--- config.mk ---
export PLATFORM = sky130hd
export DESIGN_NAME = hv_channel_output_control
export DESIGN_NICKNAME = d
export VERILOG_FILES = /design/src/logic/hv_pkg.sv /design/src/logic/hv_ramp.sv /design/src/logic/hv_channel_output_control.sv
export SDC_FILE = /design/constraint.sdc
export NUM_CORES = 1
export LEC_CHECK = 0
export BUFFER_PORTS_ARGS = -buffer_cell sky130_fd_sc_hd__buf_2
export CORE_ASPECT_RATIO = 1.25
export CORE_UTILIZATION = 53
export DETAILED_ROUTE_END_ITERATION = 10
export PLACE_DENSITY = 0.74
export SLEW_MARGIN = 5
export SYNTH_ARGS = -nofsm -noshare
export SYNTH_HDL_FRONTEND = slang
export SYNTH_SLANG_ARGS = --single-unit
--- constraint.sdc ---
create_clock -name core_clk_i -period 20.1 [get_ports core_clk_i]
set_clock_uncertainty 0.05 [all_clocks]
set_input_delay 0 -clock core_clk_i [delete_from_list [all_inputs] [get_ports core_clk_i]]
set_output_delay 0 -clock core_clk_i [all_outputs]
set_load 0.02 [all_outputs]
--- src/logic/hv_pkg.sv ---
// Constants, carrier types and behaviour list of the HV channel control
// Behaviour
// RQ1 - Manual control ramps toward the potentiometer setpoint at 500 V/s.
// RQ2 - Serial-to-manual switch uses hardware ramp toward potentiometer.
// RQ3 - Computer mode enables output only after the start command; the code also starts it on a manual-to-computer switch.
// RQ4 - Saved resume flag starts output at power-up from saved parameters.
// RQ5 - Manual-to-computer switch loads setpoint with last manual level.
// RQ6 - Computer mode ramps at programmable 2..255 V/s up to the limit.
// RQ7 - Host programs a per-channel current trip in first range units.
// RQ8 - Current above trip latches output off until restore sequence.
// RQ9 - Restore after trip: status read then start; resume needs read only.
// RQ10 - Voltage and current limits come from 10% rotary steps, 10 full.
// RQ11 - Error indicator is on while voltage or current exceeds limits.
// RQ12 - Hard shutdown cuts and latches on over-current or active inhibit.
// RQ13 - Hard shutdown clears by switch toggle or status read plus start.
// RQ14 - Limit mode clamps; inhibit cuts, release ramps back to setpoint.
// RQ15 - Polarity selector off its end positions gives no output.
// RQ16 - Computer mode setpoint drives a 16-bit converter word.
// RQ17 - Rotary limit switches are sampled several times each second.
// RQ18 - Front panel switches win over serial control requests.
// RQ19 - In manual mode commands are stored but never move the output.
// RQ20 - Ramps step the converter word at rate-sized intervals.
package hv_pkg;
  localparam int unsigned CLK_HZ = 20_000_000;
  localparam int unsigned FULL_SCALE_V = 4000;
  localparam logic [8:0] HW_RAMP_V_PER_S = 9'h1f4;
  localparam logic [7:0] SW_RAMP_MIN = 8'h02;
  localparam int unsigned ACC_W = 22;
  // Accumulator wraps once per LSB; rate is added each clock
  localparam logic [63:0] RAMP_THRESH64 =
    64'(CLK_HZ) * 64'(FULL_SCALE_V) / 64'h10000;
  localparam logic [ACC_W-1:0] RAMP_THRESH = RAMP_THRESH64[ACC_W-1:0];
  localparam int unsigned LIMIT_SAMPLE_MS = 200;
  localparam int unsigned LIMIT_SAMPLE_CYCLES =
    CLK_HZ / 1000 * LIMIT_SAMPLE_MS;
  localparam logic [3:0] LIMIT_FULL_STEP = 4'ha;
  localparam logic [15:0] LIMIT_STEP_LSB = 16'h199a;
  localparam logic [15:0] LIMIT_FULL = 16'hffff;
  // Register byte offsets
  localparam logic [7:0] OFS_CTRL = 8'h00;
  localparam logic [7:0] OFS_SETPOINT = 8'h04;
  localparam logic [7:0] OFS_RATE = 8'h08;
  localparam logic [7:0] OFS_TRIP = 8'h0c;
  localparam logic [7:0] OFS_COMMAND = 8'h10;
  localparam logic [7:0] OFS_STATUS = 8'h14;
  localparam logic [7:0] OFS_LEVEL = 8'h18;
  localparam logic [7:0] OFS_LIMITS = 8'h1c;
  // Reset values
  localparam logic [15:0] SETPOINT_RST = 16'h0000;
  localparam logic [7:0] RATE_RST = 8'h02;
  localparam logic [15:0] TRIP_RST = 16'h0000;
  // Field positions
  localparam int unsigned CTRL_RESUME = 0;
  localparam int unsigned CMD_GO = 0;
  localparam int unsigned ST_ON = 0;
  localparam int unsigned ST_OFF = 1;
  localparam int unsigned ST_MAN = 2;
  localparam int unsigned ST_ERR = 3;
  localparam int unsigned ST_INH = 4;
  localparam int unsigned ST_TRP = 5;
  localparam int unsigned ST_KILL_ENA = 6;
  localparam int unsigned ST_KILLED = 7;
  localparam int unsigned ST_RISE = 8;
  localparam int unsigned ST_FALL = 9;
  localparam int unsigned ST_POL_BAD = 10;
  localparam logic [1:0] RESP_OKAY = 2'h0;
  localparam logic [1:0] RESP_SLVERR = 2'h2;

  typedef struct packed {
    logic awvalid;
    logic [7:0] awaddr;
    logic wvalid;
    logic [31:0] wdata;
    logic [3:0] wstrb;
    logic bready;
    logic arvalid;
    logic [7:0] araddr;
    logic rready;
  } axi_req_t;

  typedef struct packed {
    logic awready;
    logic wready;
    logic bvalid;
    logic [1:0] bresp;
    logic arready;
    logic rvalid;
    logic [31:0] rdata;
    logic [1:0] rresp;
  } axi_rsp_t;

  typedef struct packed {
    logic output_on_switch;
    logic manual;
    logic hard_shutdown_switch;
    logic inhibit_n;
    logic [1:0] polarity;
    logic [3:0] voltage_step;
    logic [3:0] current_step;
  } panel_t;
endpackage

--- src/logic/hv_ramp.sv ---
// Rate-accumulating ramp that steps the converter word one LSB at a time
`timescale 1ns/1ns
module hv_ramp #(
  parameter int unsigned ACC_W = hv_pkg::ACC_W
) (
  // Clock and reset
  input wire logic core_clk_i,
  input wire logic rst_i,
  // Ramp control
  input wire logic [15:0] target_i,
  input wire logic [8:0] rate_i,
  input wire logic cut_i,
  // Ramp state
  output logic [15:0] level_o,
  output logic rising_o,
  output logic falling_o
);
  logic [ACC_W-1:0] acc;
  wire [ACC_W-1:0] acc_sum = acc + ACC_W'(rate_i);
  wire step_due = acc_sum >= hv_pkg::RAMP_THRESH;
  wire [ACC_W-1:0] acc_left = acc_sum - hv_pkg::RAMP_THRESH;
  wire [15:0] next_up = level_o + 16'h0001;
  wire [15:0] next_down = level_o - 16'h0001;

  assign rising_o = level_o < target_i;
  assign falling_o = level_o > target_i;

  // Cut drops to zero at once, bypassing the slope
  always_ff @(posedge core_clk_i or posedge rst_i)
  begin
    if (rst_i)
    begin
      acc <= '0;
      level_o <= 16'h0000;
    end
    else if (cut_i)
    begin
      acc <= '0;
      level_o <= 16'h0000;
    end
    else if (rising_o || falling_o)
    begin
      acc <= step_due ? acc_left : acc_sum; // RQ20
      if (step_due)
        level_o <= rising_o ? next_up : next_down; // RQ20
    end
    else
      acc <= '0;
  end

  chk_step_size: assert property ( // RQ20
    @(posedge core_clk_i) disable iff (rst_i)
    !$past(cut_i) |-> (level_o == $past(level_o) ||
      level_o == $past(level_o) + 16'h0001 ||
      level_o == $past(level_o) - 16'h0001))
    else $error("ramp moved more than one step");

  chk_cut_zero: assert property ( // RQ12
    @(posedge core_clk_i) disable iff (rst_i)
    cut_i |=> level_o == 16'h0000)
    else $error("cut did not zero the level");
endmodule // hv_ramp

--- src/logic/hv_channel_output_control.sv ---
// HV channel output control: setpoint selection, ramps, trips and shutdown
//
// The AXI4-Lite slave port and the placing of the registers were chosen for this implementation.
`timescale 1ns/1ns
module hv_channel_output_control #(
  parameter int unsigned LIMIT_SAMPLE_CYCLES = hv_pkg::LIMIT_SAMPLE_CYCLES
) (
  // Clock and reset
  input wire logic core_clk_i,
  input wire logic rst_i,
  // Register bus
  input wire hv_pkg::axi_req_t axi_req_i,
  output hv_pkg::axi_rsp_t axi_rsp_o,
  // Front panel pins
  input wire hv_pkg::panel_t panel_i,
  // Converter measurements and potentiometer
  input wire logic [15:0] pot_setpoint_i,
  input wire logic [15:0] meas_voltage_i,
  input wire logic [15:0] meas_current_i,
  // Saved parameters
  input wire logic saved_resume_i,
  input wire logic [15:0] saved_setpoint_i,
  input wire logic [7:0] saved_rate_i,
  // Converter drive
  output logic [15:0] dac_o,
  output logic hv_enable_o,
  output logic error_led_o
);
  localparam int PW = $bits(hv_pkg::panel_t);

  function automatic logic [15:0] step_level(input logic [3:0] step);
    logic [31:0] prod;
    prod = 32'({12'h000, step}) * 32'(hv_pkg::LIMIT_STEP_LSB);
    step_level = (step >= hv_pkg::LIMIT_FULL_STEP) ? hv_pkg::LIMIT_FULL
                                                   : prod[15:0];
  endfunction

  function automatic logic [15:0] merge(input logic [15:0] old,
                                        input logic [31:0] data,
                                        input logic [3:0] strb);
    merge = {strb[1] ? data[15:8] : old[15:8],
             strb[0] ? data[7:0] : old[7:0]};
  endfunction

  function automatic logic rd_mapped(input logic [7:0] a);
    rd_mapped = a == hv_pkg::OFS_CTRL || a == hv_pkg::OFS_SETPOINT ||
                a == hv_pkg::OFS_RATE || a == hv_pkg::OFS_TRIP ||
                a == hv_pkg::OFS_COMMAND || a == hv_pkg::OFS_STATUS ||
                a == hv_pkg::OFS_LEVEL || a == hv_pkg::OFS_LIMITS;
  endfunction

  function automatic logic wr_mapped(input logic [7:0] a);
    wr_mapped = a == hv_pkg::OFS_CTRL || a == hv_pkg::OFS_SETPOINT ||
                a == hv_pkg::OFS_RATE || a == hv_pkg::OFS_TRIP ||
                a == hv_pkg::OFS_COMMAND;
  endfunction

  // Pin synchroniser: change accepted once stages two and three agree
  logic [PW-1:0] sync1, sync2, sync3, pflt;
  wire [PW-1:0] agree = ~(sync2 ^ sync3);
  wire [PW-1:0] next_pflt = (agree & sync3) | (~agree & pflt);
  always_ff @(posedge core_clk_i or posedge rst_i)
  begin
    if (rst_i)
    begin
      sync1 <= '0;
      sync2 <= '0;
      sync3 <= '0;
      pflt <= '0;
    end
    else
    begin
      sync1 <= panel_i;
      sync2 <= sync1;
      sync3 <= sync2;
      pflt <= next_pflt;
    end
  end
  hv_pkg::panel_t pnl;
  assign pnl = hv_pkg::panel_t'(pflt);

  // Limit switches sampled periodically, not tracked continuously
  logic [31:0] sample_cnt;
  logic [15:0] vlim, ilim;
  wire sample = sample_cnt == 32'(LIMIT_SAMPLE_CYCLES - 1);
  always_ff @(posedge core_clk_i or posedge rst_i)
  begin
    if (rst_i)
    begin
      sample_cnt <= '0;
      vlim <= 16'h0000;
      ilim <= 16'h0000;
    end
    else
    begin
      sample_cnt <= sample ? 32'h0 : sample_cnt + 32'h1; // RQ17
      if (sample)
      begin
        vlim <= step_level(pnl.voltage_step); // RQ10
        ilim <= step_level(pnl.current_step); // RQ10
      end
    end
  end

  // AXI4-Lite slave: one write and one read in flight
  logic aw_held, w_held, bvalid, rvalid;
  logic [7:0] aw_addr;
  logic [31:0] w_data, rdata;
  logic [3:0] w_strb;
  logic [1:0] bresp, rresp;
  wire aw_take = axi_req_i.awvalid && !aw_held;
  wire w_take = axi_req_i.wvalid && !w_held;
  wire wr_go = aw_held && w_held && !bvalid;
  wire ar_take = axi_req_i.arvalid && !rvalid;
  wire status_read = ar_take && axi_req_i.araddr == hv_pkg::OFS_STATUS;
  wire wr_ctrl = wr_go && aw_addr == hv_pkg::OFS_CTRL;
  wire wr_setp = wr_go && aw_addr == hv_pkg::OFS_SETPOINT;
  wire wr_rate = wr_go && aw_addr == hv_pkg::OFS_RATE;
  wire wr_trip = wr_go && aw_addr == hv_pkg::OFS_TRIP;
  wire wr_cmd = wr_go && aw_addr == hv_pkg::OFS_COMMAND && w_strb[0];
  assign axi_rsp_o = '{awready: !aw_held, wready: !w_held,
                       bvalid: bvalid, bresp: bresp,
                       arready: !rvalid, rvalid: rvalid,
                       rdata: rdata, rresp: rresp};

  always_ff @(posedge core_clk_i or posedge rst_i)
  begin
    if (rst_i)
    begin
      aw_held <= 1'b0;
      w_held <= 1'b0;
      aw_addr <= 8'h00;
      w_data <= 32'h0;
      w_strb <= 4'h0;
      bvalid <= 1'b0;
      bresp <= hv_pkg::RESP_OKAY;
    end
    else
    begin
      if (aw_take)
        aw_addr <= axi_req_i.awaddr;
      if (w_take)
      begin
        w_data <= axi_req_i.wdata;
        w_strb <= axi_req_i.wstrb;
      end
      aw_held <= wr_go ? 1'b0 : (aw_held || aw_take);
      w_held <= wr_go ? 1'b0 : (w_held || w_take);
      if (wr_go)
        bresp <= wr_mapped(aw_addr) ? hv_pkg::RESP_OKAY
                                    : hv_pkg::RESP_SLVERR;
      bvalid <= wr_go ? 1'b1 : (bvalid && !axi_req_i.bready);
    end
  end

  // Channel state
  logic resume, sw_running, trip_latch, kill_latch, armed;
  logic err_seen, inh_seen, was_manual, boot, on_prev, kill_prev;
  logic [15:0] setpoint, trip;
  logic [7:0] rate;
  wire [15:0] level;
  wire rising, falling;
  wire pol_ok = pnl.polarity == 2'b01 || pnl.polarity == 2'b10; // RQ15
  wire inhibit = !pnl.inhibit_n;
  wire over_i = meas_current_i > ilim;
  wire over_v = meas_voltage_i > vlim;
  wire trip_hit = trip != 16'h0000 && meas_current_i > trip; // RQ8
  wire kill_hit = pnl.hard_shutdown_switch && (over_i || inhibit); // RQ12
  wire sw_toggle = (pnl.output_on_switch != on_prev) ||
                   (pnl.hard_shutdown_switch != kill_prev); // RQ13
  // Start command is ignored while the panel selects manual
  wire go = wr_cmd && w_data[hv_pkg::CMD_GO] && !pnl.manual; // RQ19
  wire restore = (armed && go) || (status_read && resume); // RQ9
  wire takeover = was_manual && !pnl.manual; // RQ5
  wire run = pnl.output_on_switch && pol_ok && !trip_latch && // RQ18
             !kill_latch && !inhibit && (pnl.manual || sw_running); // RQ3
  wire cut = !pol_ok || trip_latch || kill_latch || inhibit; // RQ14
  wire [15:0] raw_target = pnl.manual ? pot_setpoint_i : setpoint; // RQ1
  wire [15:0] clamped = raw_target > vlim ? vlim : raw_target; // RQ14
  wire [15:0] target = run ? clamped : 16'h0000; // RQ6
  wire [7:0] sw_rate = rate < hv_pkg::SW_RAMP_MIN ? hv_pkg::SW_RAMP_MIN
                                                  : rate; // RQ6
  wire hw_ramp = pnl.manual || !pnl.output_on_switch; // RQ2
  wire [8:0] ramp_rate = hw_ramp ? hv_pkg::HW_RAMP_V_PER_S
                                 : {1'b0, sw_rate}; // RQ1

  hv_ramp #(.ACC_W(hv_pkg::ACC_W)) u_ramp (
    .core_clk_i(core_clk_i),
    .rst_i(rst_i),
    .target_i(target),
    .rate_i(ramp_rate),
    .cut_i(cut),
    .level_o(level),
    .rising_o(rising),
    .falling_o(falling)
  );

  // Host registers; saved parameters caught one cycle after release
  always_ff @(posedge core_clk_i or posedge rst_i)
  begin
    if (rst_i)
    begin
      boot <= 1'b1;
      resume <= 1'b0;
      setpoint <= hv_pkg::SETPOINT_RST;
      rate <= hv_pkg::RATE_RST;
      trip <= hv_pkg::TRIP_RST;
    end
    else
    begin
      boot <= 1'b0;
      if (boot)
      begin
        resume <= saved_resume_i; // RQ4
        setpoint <= saved_setpoint_i; // RQ4
        rate <= saved_rate_i; // RQ4
      end
      else
      begin
        if (wr_ctrl && w_strb[0])
          resume <= w_data[hv_pkg::CTRL_RESUME];
        if (takeover)
          setpoint <= level; // RQ5
        else if (wr_setp)
          setpoint <= merge(setpoint, w_data, w_strb);
        if (wr_rate && w_strb[0])
          rate <= w_data[7:0]; // RQ6
        if (wr_trip)
          trip <= merge(trip, w_data, w_strb); // RQ7
      end
    end
  end

  // Latches: a new fault in the clearing cycle keeps the latch set
  always_ff @(posedge core_clk_i or posedge rst_i)
  begin
    if (rst_i)
    begin
      sw_running <= 1'b0;
      trip_latch <= 1'b0;
      kill_latch <= 1'b0;
      armed <= 1'b0;
      err_seen <= 1'b0;
      inh_seen <= 1'b0;
      was_manual <= 1'b0;
      on_prev <= 1'b0;
      kill_prev <= 1'b0;
    end
    else
    begin
      was_manual <= pnl.manual;
      on_prev <= pnl.output_on_switch;
      kill_prev <= pnl.hard_shutdown_switch;
      if ((boot && saved_resume_i) || go || takeover)
        sw_running <= 1'b1; // RQ3
      trip_latch <= trip_hit || (trip_latch && !restore); // RQ8
      kill_latch <= kill_hit ||
                    (kill_latch && !restore && !sw_toggle); // RQ13
      armed <= (status_read && (trip_latch || kill_latch)) ||
               (armed && !go && (trip_latch || kill_latch)); // RQ9
      err_seen <= over_v || over_i || (err_seen && !status_read);
      inh_seen <= inhibit || (inh_seen && !status_read);
    end
  end

  logic [15:0] status_word;
  always_comb
  begin
    status_word = 16'h0000;
    status_word[hv_pkg::ST_ON] = run && level == target;
    status_word[hv_pkg::ST_OFF] = !pnl.output_on_switch;
    status_word[hv_pkg::ST_MAN] = pnl.manual;
    status_word[hv_pkg::ST_ERR] = err_seen;
    status_word[hv_pkg::ST_INH] = inh_seen;
    status_word[hv_pkg::ST_TRP] = trip_latch;
    status_word[hv_pkg::ST_KILL_ENA] = pnl.hard_shutdown_switch;
    status_word[hv_pkg::ST_KILLED] = kill_latch;
    status_word[hv_pkg::ST_RISE] = rising;
    status_word[hv_pkg::ST_FALL] = falling;
    status_word[hv_pkg::ST_POL_BAD] = !pol_ok;
  end

  wire [7:0] ra = axi_req_i.araddr;
  wire [15:0] rd_word =
    ra == hv_pkg::OFS_CTRL ? {15'h0000, resume} :
    ra == hv_pkg::OFS_SETPOINT ? setpoint :
    ra == hv_pkg::OFS_RATE ? {8'h00, rate} :
    ra == hv_pkg::OFS_TRIP ? trip :
    ra == hv_pkg::OFS_STATUS ? status_word :
    ra == hv_pkg::OFS_LEVEL ? level :
    ra == hv_pkg::OFS_LIMITS ? {vlim[15:8], ilim[15:8]} : 16'h0000;

  always_ff @(posedge core_clk_i or posedge rst_i)
  begin
    if (rst_i)
    begin
      rvalid <= 1'b0;
      rdata <= 32'h0;
      rresp <= hv_pkg::RESP_OKAY;
      hv_enable_o <= 1'b0;
      error_led_o <= 1'b0;
    end
    else
    begin
      if (ar_take)
      begin
        rdata <= {16'h0000, rd_word};
        rresp <= rd_mapped(ra) ? hv_pkg::RESP_OKAY : hv_pkg::RESP_SLVERR;
      end
      rvalid <= ar_take ? 1'b1 : (rvalid && !axi_req_i.rready);
      hv_enable_o <= run;
      error_led_o <= over_v || over_i; // RQ11
    end
  end
  assign dac_o = level; // RQ16

  chk_polarity_cut: assert property ( // RQ15
    @(posedge core_clk_i) disable iff (rst_i)
    !pol_ok |=> dac_o == 16'h0000)
    else $error("output present with polarity off its end stops");

  chk_kill_drop: assert property ( // RQ12
    @(posedge core_clk_i) disable iff (rst_i)
    kill_hit |=> kill_latch ##1 dac_o == 16'h0000)
    else $error("hard shutdown did not latch and cut");

  chk_trip_hold: assert property ( // RQ8
    @(posedge core_clk_i) disable iff (rst_i)
    trip_latch && !restore |=> trip_latch)
    else $error("trip latch released without restore");

  chk_error_led: assert property ( // RQ11
    @(posedge core_clk_i) disable iff (rst_i)
    (over_v || over_i) |=> error_led_o)
    else $error("error indicator missed a limit overrun");

  chk_takeover_load: assert property ( // RQ5
    @(posedge core_clk_i) disable iff (rst_i)
    takeover && !boot |=> setpoint == $past(level))
    else $error("setpoint not loaded from manual level");

  chk_limit_sample: assert property ( // RQ17
    @(posedge core_clk_i) disable iff (rst_i)
    $changed(vlim) || $changed(ilim) |-> $past(sample))
    else $error("limits changed outside a sample tick");

  chk_wait_start: assert property ( // RQ3
    @(posedge core_clk_i) disable iff (rst_i)
    !pnl.manual && !sw_running |=> dac_o <= $past(dac_o))
    else $error("computer mode output before start command");
endmodule // hv_channel_output_control

## After elaboration in Yosys (flattened, before gate mapping)

Cells that the tools add are included.

| storage, ports and cells | value |
|---|---|
| bits of input ports | 146 |
| bits in registers | 261 |
| output and inout bits | 59 |

| operators by class | value |
|---|---|
| muxes and demuxes | 37 |
| bitwise gates (word level) | 7 |
| magnitude comparators | 10 |
| reduce and logical (&&, ||, !) cells | 101 |
| $add $sub $neg | 5 |
| multipliers | 2 |
| eq/ne operators | 17 |

Operators by type and width:

| cell | number |
|---|---|
| 2-to-1 mux 16 bit | 19 |
| > comparator 16 bit | 5 |
| 2-to-1 mux 22 bit | 3 |
| equality test 8 x 5 -> 1 bit, second input constant | 5 |
| 2-to-1 mux 8 bit | 5 |
| logical AND 1 bit | 38 |
| adder 32 x 1 -> 32 bit, second input constant | 1 |
| equality test 32 x 22 -> 1 bit, second input constant | 1 |
| equality test 8 x 4 -> 1 bit, second input constant | 4 |
| logical OR 1 bit | 32 |
| 2-to-1 mux 32 bit | 1 |
| multiplier 4 x 12 -> 15 bit, second input constant | 2 |
| AND 14 bit | 2 |
| NOT 14 bit | 2 |
| adder 22 x 9 -> 22 bit | 1 |
| >= comparator 22 x 21 -> 1 bit, second input constant | 1 |
| subtractor 22 x 21 -> 22 bit, second input constant | 1 |
| adder 16 x 1 -> 16 bit, second input constant | 1 |
| equality test 16 bit | 1 |
| equality test 8 x 3 -> 1 bit, second input constant | 2 |
| logical NOT 1 bit | 16 |
| logical NOT 8 bit | 2 |
| < comparator 16 bit | 1 |
| nonzero test 16 bit | 1 |
| 16 further kinds | 32 |

## Longest topological paths before layout

Gate-level depths: netlist of run 1.

| logic depth | value |
|---|---|
| depth in word-level cells | 15 |
| depth in mapped cells | 29 |
| depth with buffers taken out | 27 |

## Hierarchy

Synthesis of run 1 repeated with hierarchy kept, for this count alone.

| second synthesis, totals | value |
|---|---|
| cell total of the unflattened synthesis | 1653 |
| area, all modules | 16203.0 µm² |

By module, submodules not included:

| module | area an instance (µm²) | instances | cells each | sequential area each (µm²) |
|---|---|---|---|---|
| hv_channel_output_control | 12494.5 | 1 | 1222 | 5532.8 |
| hv_ramp | 3708.6 | 1 | 431 | 950.9 |

## Worst setup path after synthesis of run 1

OpenSTA, ideal clock, no wires.

| timing | value |
|---|---|
| path type | reg-to-reg |
| from | register with a tool-made name |
| to | register u_ramp.level_o[12] |
| cell stages (with the launch flop) | 28 |
| arrival time | 6908 ps |
| clock period less this slack | 7037 ps |
| path slack | 13063 ps |
| cell sequence | dfrtp_1 buf_1 mux2_2 ha_1 o21a_1 o21a_1 o21a_1 o21a_1 o211ai_1 a221o_1 clkbuf_1 clkbuf_1 o211ai_1 ha_1 nand4_1 nor2_1 o21ai_0 o21ai_0 inv_1 fa_1 o21ai_0 a31oi_1 o21bai_1 a41oi_1 o21ai_0 xor2_1 nand2_1 mux2i_1 |

RTL lines:

| item | line | text |
|---|---|---|
| to (signal assigned) | hv_ramp.sv:45 | `level_o <= rising_o ? next_up : next_down;` |
| to (decl) | hv_ramp.sv:14 | `output logic [15:0] level_o,` |

==> results by group, run 1 <==
Timing
  • Worst Setup Slack, final: 12.68 ns
  • TNS Setup: 0 ns
  • Rel. slew slack: 23.6%
  • Ratio of final minimum period to clock period: 36.9%
  • Final Hold Violating Endpoints: 0
  • Slew at the pin closest to its max-slew limit: 1.14 ns
  • Max frequency: 135 MHz
  • RSZ-0062 raised after global routing: false
  • Final setup fails: 0
  • Slew Limit Fails: 0
  • Min Tclk post-route: 7.42 ns

Floorplan
  • Core region area: 30000 µm²
  • Full die area: 31200 µm²
  • Die width: 158 µm
  • Boundary Pins: 205
  • Die Ht: 197 µm
  • Initial Util: 53.8%
  • # rows: 71

Critical path
  • Max incr delay on CP: 0.81 ns
  • Worst EP required: 20.53 ns
  • WP buf/inv: 2
  • Crit path max fanout: 32
  • Critical Path Sink Type: flip-flop
  • Worst path slowest cell: a221o_1
  • Worst Path Arrival: 7.85 ns
  • Crit start category: flip-flop
  • Worst reg2reg setup slack: 12.68 ns
  • CP delay by family, top: compound AO/OA/AOI/OAI gates
  • Setup CP Type: reg2reg

CTS
  • Clock sink count: 259
  • Hold_buf cts: 80
  • CTS root buffer: clkbuf_16
  • TritonCTS clock tree: done
  • Clk buf depth: 3
  • CTS H-tree depth: 1
  • # Post-CTS Setup Buffers: 0
  • Num CTS Buffers: 28
  • Clk Latency, worst-skew pair: 0.56 ns
  • Post-CTS sizing: 0
  • CTS clk-pin slew, worst paths: 0.06 ns

Power
  • P_leak: 8.78 nW
  • Power per Cell Area: 82.8 nW/µm²
  • Maximum vdd ir drop: 0.0745 mV

Global route
  • Antenna violations before repair: 3
  • Vias in the first global route: 13716
  • Grt ovf: 0
  • Gr usage total: 29.4%
  • Global-route wire length before repair: 71200 µm
  • Pin count of the biggest net entering global routing: 120

Worst hold path
  • Worst hold path type: in2reg

Placed design
  • Place WS: 12.87 ns
  • Placed Instances: 2173
  • Buffers on Ports: 168
  • RD Place Congestion: 0.910
  • Detailed Place HPWL: 33100 µm

Synth
  • Syn_area_per_cell: 9.77 µm²
  • Top cells by area, synth: dfrtp_1 40%, ha_1 11%, mux2_2 4.6%, o21ai_0 3.1%, nand2_1 3.1%
  • Post-synth top area share: 39.8%
  • Number of synthesized flops with an enable pin: 0
  • Synth unique cells: 89
  • Yosys top cell by area: dfrtp_1
  • Commonest cells post-synth: 257 x dfrtp_1, 146 x ha_1, 132 x nand2_1
  • Synth async-reset ratio: 100%
  • Ys flop type: dfrtp_1
  • Count leader, synth: dfrtp_1
  • Seq/Total Area, Yosys: 40.1%
  • Mapped Cells: 1653
  • Syn. warnings: 0
  • Mapped Area: 16200 µm²
  • #FFs+latches synth: 259

Layout
  • P&R area growth vs syn: 18.3%
  • Fill cell count: 2490
  • # nets final: 2178
  • Non-Filler Instances: 2309
  • Area of the multi-input gates: 9020 µm²
  • Register area: 6480 µm²
  • Share of cells above drive strength 1: 17.5%

Drt
  • Starting DRT DRC Count: 1092
  • Number of nets still failing antenna checks after routing: 0
  • Routed wire per std cell: 19.4 µm
  • Router iterations before antenna repair: 5
  • WL final: 44800 µm
  • Routed vias/inst: 5.83
  • Via count: 13453
  • DRC viols: 0

Run status
  • Status: completed

Job
  • Maxcap violations: 0
## flip-flops by register name (all words and copies together), names as in the netlist, 16 cells and up, named ones only
name / flops
vlim: 16
setpoint: 16
sample_cnt: 32
u_ramp.acc: 22
rdata: 16
u_ramp.level_o: 16
w_data: 16
trip: 16
ilim: 16
## per-stage QoR
stage | total power [mW] | utilization [%] | hold WS (ns) | cell area, µm²
after detailed placement | 0.995 | 57.5 | 0.0593 | 17300
after CTS | 1.58 | 63.6 | 0.00646 | 19100
after global placement | 0.982 | 57.5 | 0.0573 | 17300
after floorplan | 0.887 | - | -0.0186 | 16200
after global routing | 1.66 | 63.6 | 0.0242 | 19100
final | 1.58 | 63.6 | 0.0236 | 19100
## cell type report
cell class / instances / area share (%)
antenna: 4 / 0.0524
clock buffer: 40 / 4.22
clock inverter: 12 / 1.20
inverter: 86 / 1.73
multi-input combinational: 1248 / 47.2
sequential: 259 / 33.9
tap: 401 / 2.63
timing repair buffer: 259 / 9.02
## cell families (layout without fill, tap and decap cells)
group | after synthesis | after routing | share of synthesized area, %
AND/OR/NAND/NOR | 488 | 488 | 15.1
other | 1 | 23 | 0.0232
buffers and inverters | 164 | 397 | 4.49
adder cells (fa/ha/maj) | 164 | 164 | 12.7
AO/OA/AOI/OAI | 388 | 388 | 16.0
flip-flops | 259 | 259 | 40.1
multiplexers | 106 | 106 | 7.09
XOR/XNOR | 83 | 83 | 4.50
## cell usage in the layout (no fill, tap or decap), types with 12 or more instances in the layout
| cell | n |
|---|---|
| nand3_1 | 35 |
| dlygate4sd3_1 | 80 |
| nand4_1 | 33 |
| and3_1 | 19 |
| o21ai_0 | 99 |
| dfrtp_1 | 257 |
| nor3_1 | 45 |
| conb_1 | 19 |
| maj3_1 | 14 |
| nor2b_1 | 19 |
| xor2_1 | 29 |
| a21o_1 | 23 |
| inv_1 | 85 |
| xnor2_1 | 54 |
| o21a_1 | 29 |
| ha_1 | 146 |
| or3_1 | 13 |
| nand2b_1 | 27 |
| clkbuf_16 | 28 |
| nor2_1 | 100 |
| mux2i_1 | 39 |
| or2_2 | 12 |
| buf_2 | 168 |
| a21oi_1 | 97 |
| mux2_2 | 66 |
| nor4_1 | 17 |
| o211ai_1 | 26 |
| nand2_1 | 132 |
## metal layers
| layer | wire length [µm] | up-vias | part of all wire [%] | GRT usage (%) |
|---|---|---|---|---|
| met4 | 1910 | 0 | 4.3 | 12.4 |
| li1 | - | 6371 | - | - |
| met2 | 21700 | 439 | 48 | 50.5 |
| met5 | 0 | - | 0 | 0 |
| met1 | 18300 | 6537 | 41 | 36.4 |
| met3 | 2830 | 106 | 6.3 | 4.74 |
## where the power goes
group	total, mW	switching, mW	leakage [nW]	internal (mW)
Clock	0.574	0.218	0.500	0.356
Sequential	0.645	0.0695	3.32	0.576
Combinational	0.363	0.195	4.97	0.168
Total	1.58	0.482	8.78	1.10
## worst register-to-register path, cell delays in order (launching register included)
cell	delay [ns]
dfrtp_1	0.75
buf_4	0.37
mux2_2	0.39
ha_1	0.31
a21o_1	0.17
a21o_1	0.17
a21oi_1	0.19
and3_1	0.18
a221o_1	0.81
nand2b_1	0.12
o211ai_1	0.15
ha_1	0.28
nor2b_1	0.14
nor3_1	0.11
o21ai_0	0.11
a311oi_1	0.30
o21ai_1	0.11
buf_4	0.23
ha_1	0.33
a211oi_1	0.35
o21ai_0	0.24
a31oi_1	0.26
a211o_1	0.22
o21ai_0	0.11
a21oi_1	0.26
xnor2_1	0.10
a311oi_1	0.33
mux2i_1	0.23
## final timing paths
path | startpoint | endpoint | cells past startpoint
max | flip-flop | u_ramp.level_o[15]$_DFFE_PP0P_ | 27
min | panel_i[11] | sync1[11]$_DFF_PP0_ | 2
max reg2reg | flip-flop | u_ramp.level_o[15]$_DFFE_PP0P_ | 27
min reg2reg | sync1[3]$_DFF_PP0_ | sync2[3]$_DFF_PP0_ | 0
max in group asynchronous | rst_i | u_ramp.level_o[14]$_DFFE_PP0P_ | 5
min in group asynchronous | rst_i | async pin | 3
(Power assumes the default switching activity.)
==> run 2, diff against run 1 <==
PLACE_DENSITY = 0.77   (was 0.74)
clock period = 6.01 ns   (was 20.1 ns; I/O delays follow)
==> results by group, run 2 (synthesis results as in run 1) <==
Run status
  • Status: completed (unchanged)

Timing
  • Final Hold Violating Endpoints: 0 (unchanged)
  • Rel. slew slack: 26.0% (was 23.6%)
  • Slew Limit Fails: 0 (unchanged)
  • Hold slack: 0.00176 ns (was 0.0236 ns)
  • Worst Setup Slack, final: 0.151 ns (was 12.68 ns)
  • Max frequency: 171 MHz (was 135 MHz)
  • Final setup fails: 0 (unchanged)
  • Slew at the pin closest to its max-slew limit: 1.10 ns (was 1.14 ns)
  • Ratio of final minimum period to clock period: 97.5% (was 36.9%)
  • RSZ-0062 raised after global routing: true (was false)
  • Min Tclk post-route: 5.86 ns (was 7.42 ns)

Power
  • P_leak: 8.99 nW (was 8.78 nW)
  • Sequential Power Share: 40.6% (was 40.8%)
  • Int Power: 3.65 mW (was 1.10 mW)
  • Maximum vdd ir drop: 0.206 mV (was 0.0745 mV)
  • Power per Cell Area: 272 nW/µm² (was 82.8 nW/µm²)
  • Sw frac: 31.5% (was 30.5%)
  • Clock Power Share: 33.9% (was 36.3%)
  • Final Power: 5.33 mW (was 1.58 mW)
  • Psw: 1.68 mW (was 482 µW)
  • Gate power share: 25.5% (was 22.9%)

Placed design
  • Place WS: -0.191 ns (was 12.87 ns)
  • Detailed Place HPWL: 33000 µm (was 33100 µm)
  • RD Place Congestion: 0.921 (was 0.910)
  • Buffers on Ports: 168 (unchanged)

Worst hold path
  • Worst hold path type: in2reg (unchanged)
  • HP Start: meas_voltage_i[15] (was panel_i[11])
  • Min-Delay Endpoint: error_led_o$_DFF_PP0_ (was sync1[11]$_DFF_PP0_)
  • Hold Crit Depth: 5 (was 2)

Drt
  • Router iterations before antenna repair: 6 (was 5)
  • Routed vias/inst: 5.89 (was 5.83)
  • Routed wire per std cell: 19.5 µm (was 19.4 µm)
  • Number of nets still failing antenna checks after routing: 0 (unchanged)
  • Via count: 13816 (was 13453)
  • WL final: 45700 µm (was 44800 µm)
  • Starting DRT DRC Count: 1138 (was 1092)
  • DRC viols: 0 (unchanged)

Layout
  • Fill cell count: 2388 (was 2490)
  • Area of the multi-input gates: 9230 µm² (was 9020 µm²)
  • Final core occ: 65.2% (was 63.6%)
  • # nets final: 2216 (was 2178)
  • Largest registers: sample_cnt x32, u_ramp.acc x22 (unchanged)
  • Commonest non-fill, non-tap cell in the layout: dfrtp_1 (unchanged)
  • Largest register FFs: 32 (unchanged)
  • Commonest non-fill, non-tap cells in the layout: 256 x dfrtp_1, 169 x buf_2, 135 x ha_1 (was 257 x dfrtp_1, 168 x buf_2, 146 x ha_1)
  • P&R area growth vs syn: 21.2% (was 18.3%)
  • Top reg by flops: sample_cnt (unchanged)
  • Register area: 6480 µm² (about the same)
  • Share of cells above drive strength 1: 20.7% (was 17.5%)

CTS
  • CTS clk-pin slew, worst paths: 0.07 ns (was 0.06 ns)
  • CTS root buffer: clkbuf_16 (unchanged)
  • Num CTS Buffers: 27 (was 28)
  • CTS H-tree depth: 1 (unchanged)
  • Clk buf depth: 3 (unchanged)
  • Clock sink count: 259 (unchanged)
  • Clk Latency, worst-skew pair: 0.56 ns (about the same)
  • TritonCTS clock tree: done (unchanged)

Job
  • Maxcap violations: 0 (unchanged)

Floorplan
  • Die width: 158 µm (unchanged)
  • Initial Util: 53.8% (unchanged)
  • Boundary Pins: 205 (unchanged)
  • # rows: 71 (unchanged)
  • Die Ht: 197 µm (unchanged)
  • Core region area: 30000 µm² (unchanged)
  • Full die area: 31200 µm² (unchanged)

Global route
  • Vias in the first global route: 13405 (was 13716)
  • Global-route wire length before repair: 70000 µm (was 71200 µm)
  • Antenna violations before repair: 2 (was 3)
  • Grt ovf: 0 (unchanged)
  • Gr usage total: 29.1% (was 29.4%)
  • Pin count of the biggest net entering global routing: 150 (was 120)

Critical path
  • Max incr delay on CP: 0.44 ns (was 0.81 ns)
  • R2R cell count: 28 (was 27)
  • Worst Path Arrival: 6.29 ns (was 7.85 ns)
  • Worst EP required: 6.44 ns (was 20.53 ns)
  • Most frequent CP cell: o21a_1
  • Reg2reg end: u_ramp.level_o[15]$_DFFE_PP0P_ (unchanged)
  • Setup CP Type: reg2reg (unchanged)
  • Crit path max fanout: 6 (was 32)
  • Critical Path Sink Type: flip-flop (unchanged)
  • Crit start category: flip-flop (unchanged)
  • Worst path slowest cell: dfrtp_2 (was a221o_1)
  • Worst reg2reg setup slack: 0.15 ns (was 12.68 ns)
## run 2: cell count changes in the layout (fill, tap and decap cells not counted), sizes merged
cell / change
buf: +37
bufinv: -2
clkbuf: -5
clkinv: +5
diode: -1
dlygate4sd3: +1
inv: +1
## run 2: cell type report
class,count,share of cell area (%)
Sequential cell,259,33.1
Antenna cell,3,0.0383
Timing Repair Buffer,298,10.6
Clock inverter,16,1.09
Inverter,86,1.67
Clock buffer,34,3.79
Multi-Input combinational cell,1248,47.1
Tap cell,401,2.56
## run 2: power by group through the flow
stage	clock network, mW	registers, mW	logic (mW)
final	1.81	2.16	1.36
after CTS	1.83	2.15	1.23
after global routing	1.90	2.17	1.49
after global placement	0	2.17	1.13
after floorplan	0	2.07	0.901
after detailed placement	0	2.17	1.17
## run 2: routing by layer
| metal | global-route usage (%) | wire length, µm | vias to the layer above | part of all wire, % |
|---|---|---|---|---|
| li1 | - | - | 6442 | - |
| met1 | 35.7 | 17900 | 6666 | 39 |
| met2 | 48.1 | 21600 | 557 | 47 |
| met3 | 4.78 | 3270 | 151 | 7.2 |
| met4 | 16.7 | 2900 | 0 | 6.3 |
| met5 | 0 | 0 | - | 0 |
## run 2: repair_timing
item                                    in CTS  in global routing
buffers inserted                             2                 26
hold buffers                                81                  0
cloned                                       0                  2
endpoints found under the hold margin      123                  0
pin swaps                                    2                 19
gates resized for setup                      3                 43
endpoints found under the setup margin       3                  6
## run 2: worst max path at each step
stage / slack (ns) / startpoint / to / cells after the start
global route: -0.13 / flip-flop / u_ramp.level_o[14]$_DFFE_PP0P_ / 29
detailed placement: -0.19 / flip-flop / u_ramp.level_o[15]$_DFFE_PP0P_ / 26
floorplan: 0.01 / flip-flop / u_ramp.level_o[15]$_DFFE_PP0P_ / 27
global placement: 0.1 / flip-flop / u_ramp.level_o[15]$_DFFE_PP0P_ / 26
finish: 0.15 / flip-flop / u_ramp.level_o[15]$_DFFE_PP0P_ / 28
CTS: 0.01 / flip-flop / u_ramp.level_o[15]$_DFFE_PP0P_ / 28
## run 2: critical path: cells and delay by family, from the launching register on
kind                       cells  cell delay [ns]
AOI/OAI and AO/OA             16             2.81
adders and majority gates      3             0.87
buffers and inverters          4             0.59
muxes                          2             0.58
DFF                            1             0.44
and+or+nand+nor                2             0.31
xor gates and xnor gates       1             0.12
## run 2: through the flow
| step | cells | cell area (µm²) | TNS (ns) |
|---|---|---|---|
| after floorplan | 1671 | 16200 | 0 |
| after global placement | 2181 | 17400 | 0 |
| after detailed placement | 2181 | 17400 | -0.198 |
| after CTS | 2314 | 19100 | 0 |
| after global routing | 2344 | 19600 | -0.301 |
| final | 2345 | 19600 | 0 |
==> run 3, diff against run 2 <==
CORE_UTILIZATION = 50   (was 53)
PLACE_DENSITY = 0.73   (was 0.77)
==> results by group, run 3 (synthesis results as in run 1) <==
Run status
  • Status: completed (unchanged)

Layout
  • Largest registers: sample_cnt x32, u_ramp.acc x22 (unchanged)
  • Non-Filler Instances: 2356 (was 2345)
  • Share of cells above drive strength 1: 20.6% (was 20.7%)
  • P&R area growth vs syn: 22.9% (was 21.2%)
  • Top reg by flops: sample_cnt (unchanged)
  • Commonest non-fill, non-tap cell in the layout: dfrtp_1 (unchanged)
  • # nets final: 2215 (was 2216)
  • Largest register FFs: 32 (unchanged)
  • Commonest non-fill, non-tap cells in the layout: 257 x dfrtp_1, 168 x buf_2, 132 x nand2_1, 132 x ha_1, 99 x nor2_1 (was 256 x dfrtp_1, 169 x buf_2, 135 x ha_1)
  • Fill cell count: 2603 (was 2388)

Timing
  • Max frequency: 168 MHz (was 171 MHz)
  • Slew at the pin closest to its max-slew limit: 1.16 ns (was 1.10 ns)
  • RSZ-0062 raised after global routing: true (unchanged)
  • Final Hold Violating Endpoints: 0 (unchanged)
  • Rel. slew slack: 22.3% (was 26.0%)
  • Final setup fails: 0 (unchanged)
  • Ratio of final minimum period to clock period: 99.1% (was 97.5%)
  • Worst Setup Slack, final: 0.0541 ns (was 0.151 ns)
  • Min Tclk post-route: 5.96 ns (was 5.86 ns)
  • Hold slack: 0.0147 ns (was 0.00176 ns)
  • TNS Setup: 0 ns (unchanged)
  • Slew Limit Fails: 0 (unchanged)

Global route
  • Antenna violations before repair: 3 (was 2)
  • Grt ovf: 0 (unchanged)
  • Vias in the first global route: 13569 (was 13405)
  • Pin count of the biggest net entering global routing: 155 (was 150)
  • Global-route wire length before repair: 72500 µm (was 70000 µm)
  • Gr usage total: 28.1% (was 29.1%)

Drt
  • Routed vias/inst: 5.85 (was 5.89)
  • Via count: 13772 (was 13816)
  • Starting DRT DRC Count: 1063 (was 1138)
  • Router iterations before antenna repair: 5 (was 6)
  • Routed wire per std cell: 19.9 µm (was 19.5 µm)
  • DRC viols: 0 (unchanged)
  • Number of nets still failing antenna checks after routing: 0 (unchanged)
  • WL final: 46900 µm (was 45700 µm)

CTS
  • CTS clk-pin slew, worst paths: 0.07 ns (about the same)
  • TritonCTS clock tree: done (unchanged)
  • CTS H-tree depth: 1 (unchanged)
  • Clock sink count: 259 (unchanged)
  • Clk Latency, worst-skew pair: 0.59 ns (was 0.56 ns)
  • Num CTS Buffers: 28 (was 27)
  • Clk buf depth: 3 (unchanged)
  • CTS root buffer: clkbuf_16 (unchanged)

Placed design
  • Place WS: -0.0204 ns (was -0.191 ns)
  • Buffers on Ports: 168 (unchanged)
  • Placed Instances: 2193 (was 2181)
  • RD Place Congestion: 0.949 (was 0.921)
  • Detailed Place HPWL: 33900 µm (was 33000 µm)

Critical path
  • Crit start category: flip-flop (unchanged)
  • Setup CP Type: reg2reg (unchanged)
  • Most frequent CP cell: a21o_1 (was o21a_1)
  • Worst reg2reg setup slack: 0.05 ns (was 0.15 ns)
  • Worst Path Arrival: 6.38 ns (was 6.29 ns)
  • Crit path max fanout: 8 (was 6)
  • Max incr delay on CP: 0.45 ns (was 0.44 ns)
  • Critical Path Sink Type: flip-flop (unchanged)
  • Worst path slowest cell: a221o_2 (was dfrtp_2)
  • Worst EP required: 6.44 ns (about the same)

Floorplan
  • Boundary Pins: 205 (unchanged)
  • Core region area: 31800 µm² (was 30000 µm²)
  • Full die area: 33000 µm² (was 31200 µm²)
  • Initial Util: 50.8% (was 53.8%)
  • Die width: 163 µm (was 158 µm)
  • Die Ht: 203 µm (was 197 µm)
  • # rows: 73 (was 71)

Worst hold path
  • Worst hold path type: in2reg (unchanged)

Power
  • Maximum vdd ir drop: 0.274 mV (was 0.206 mV)
  • Power per Cell Area: 278 nW/µm² (was 272 nW/µm²)
  • Final Power: 5.53 mW (was 5.33 mW)
  • P_leak: 9.07 nW (was 8.99 nW)

Job
  • Maxcap violations: 0 (unchanged)
==> run 3: cell count changes in the layout (fill, tap and decap cells not counted), sizes merged <==
cell,delta
bufinv,+2
dlygate4sd3,+10
clkbuf,+2
inv,-3
buf,-13
clkinv,+2
==> run 3: worst paths after layout <==
check,endpoint,cells past startpoint,start
worst min register to register,sync2[7]$_DFF_PP0_,0,sync1[7]$_DFF_PP0_
worst min-delay path,err_seen$_DFF_PP0_,5,meas_voltage_i[14]
max in group asynchronous,rate[5]$_DFFE_PP0P_,4,rst_i
min in group asynchronous,sync2[1]$_DFF_PP0_,3,rst_i
worst max register to register,u_ramp.level_o[15]$_DFFE_PP0P_,28,flip-flop
worst max-delay path,u_ramp.level_o[15]$_DFFE_PP0P_,28,flip-flop
==> run 3: area by class of cell <==
class                   count  area, µm²  area share, %
clock buffers              35        777           3.91
well taps                 412        515           2.60
clock inverters            17        282           1.42
inverters                  86        327           1.64
multi-input cells        1248       9320           46.9
diodes                      3       7.51         0.0378
flip-flops and latches    259       6480           32.7
repair buffers            296       2150           10.8
==> run 3: metrics by stage <==
stage | instance area [µm²] | utilization, %
after detailed placement | 17400 | 54.7
after global routing | 19800 | 62.4
after floorplan | 16200 | -
after CTS | 19400 | 60.9
after global placement | 17400 | 54.7
final | 19900 | 62.5
==> run 3: critical path: cells and delay by family (launching register included) <==
kind	cells	cell delay, ns
and+or+nand+nor	2	0.25
xor gates and xnor gates	1	0.13
adders and majority gates	3	0.97
AOI/OAI and AO/OA	15	2.64
DFF	1	0.44
muxes	2	0.55
buffers and inverters	5	0.80
==> run 3: layer usage <==
metal  vias up  part of all wire (%)  global-route usage [%]
li1       6451                     -                       -
met1      6709                    40                    34.9
met2       497                    49                    48.9
met3       111                   6.1                    3.72
met4         4                   4.5                    11.4
met5         -                 0.066                       0
==> run 3: report_power, final <==
| group | leakage (nW) | internal, mW | switching (mW) |
|---|---|---|---|
| clock | 0.518 | 1.18 | 0.776 |
| combinational | 5.23 | 0.698 | 0.715 |
| sequential | 3.32 | 1.92 | 0.230 |
| total | 9.07 | 3.81 | 1.72 |
==> run 3: what timing repair did <==
| action | in CTS | in global routing |
|---|---|---|
| pin swaps | 1 | 23 |
| hold endpoints to repair | 119 | 0 |
| gates cloned | 0 | 2 |
| setup endpoints to repair | 1 | 6 |
| setup buffers | 0 | 15 |
| hold buffers | 91 | 0 |
| gates resized for setup | 3 | 53 |
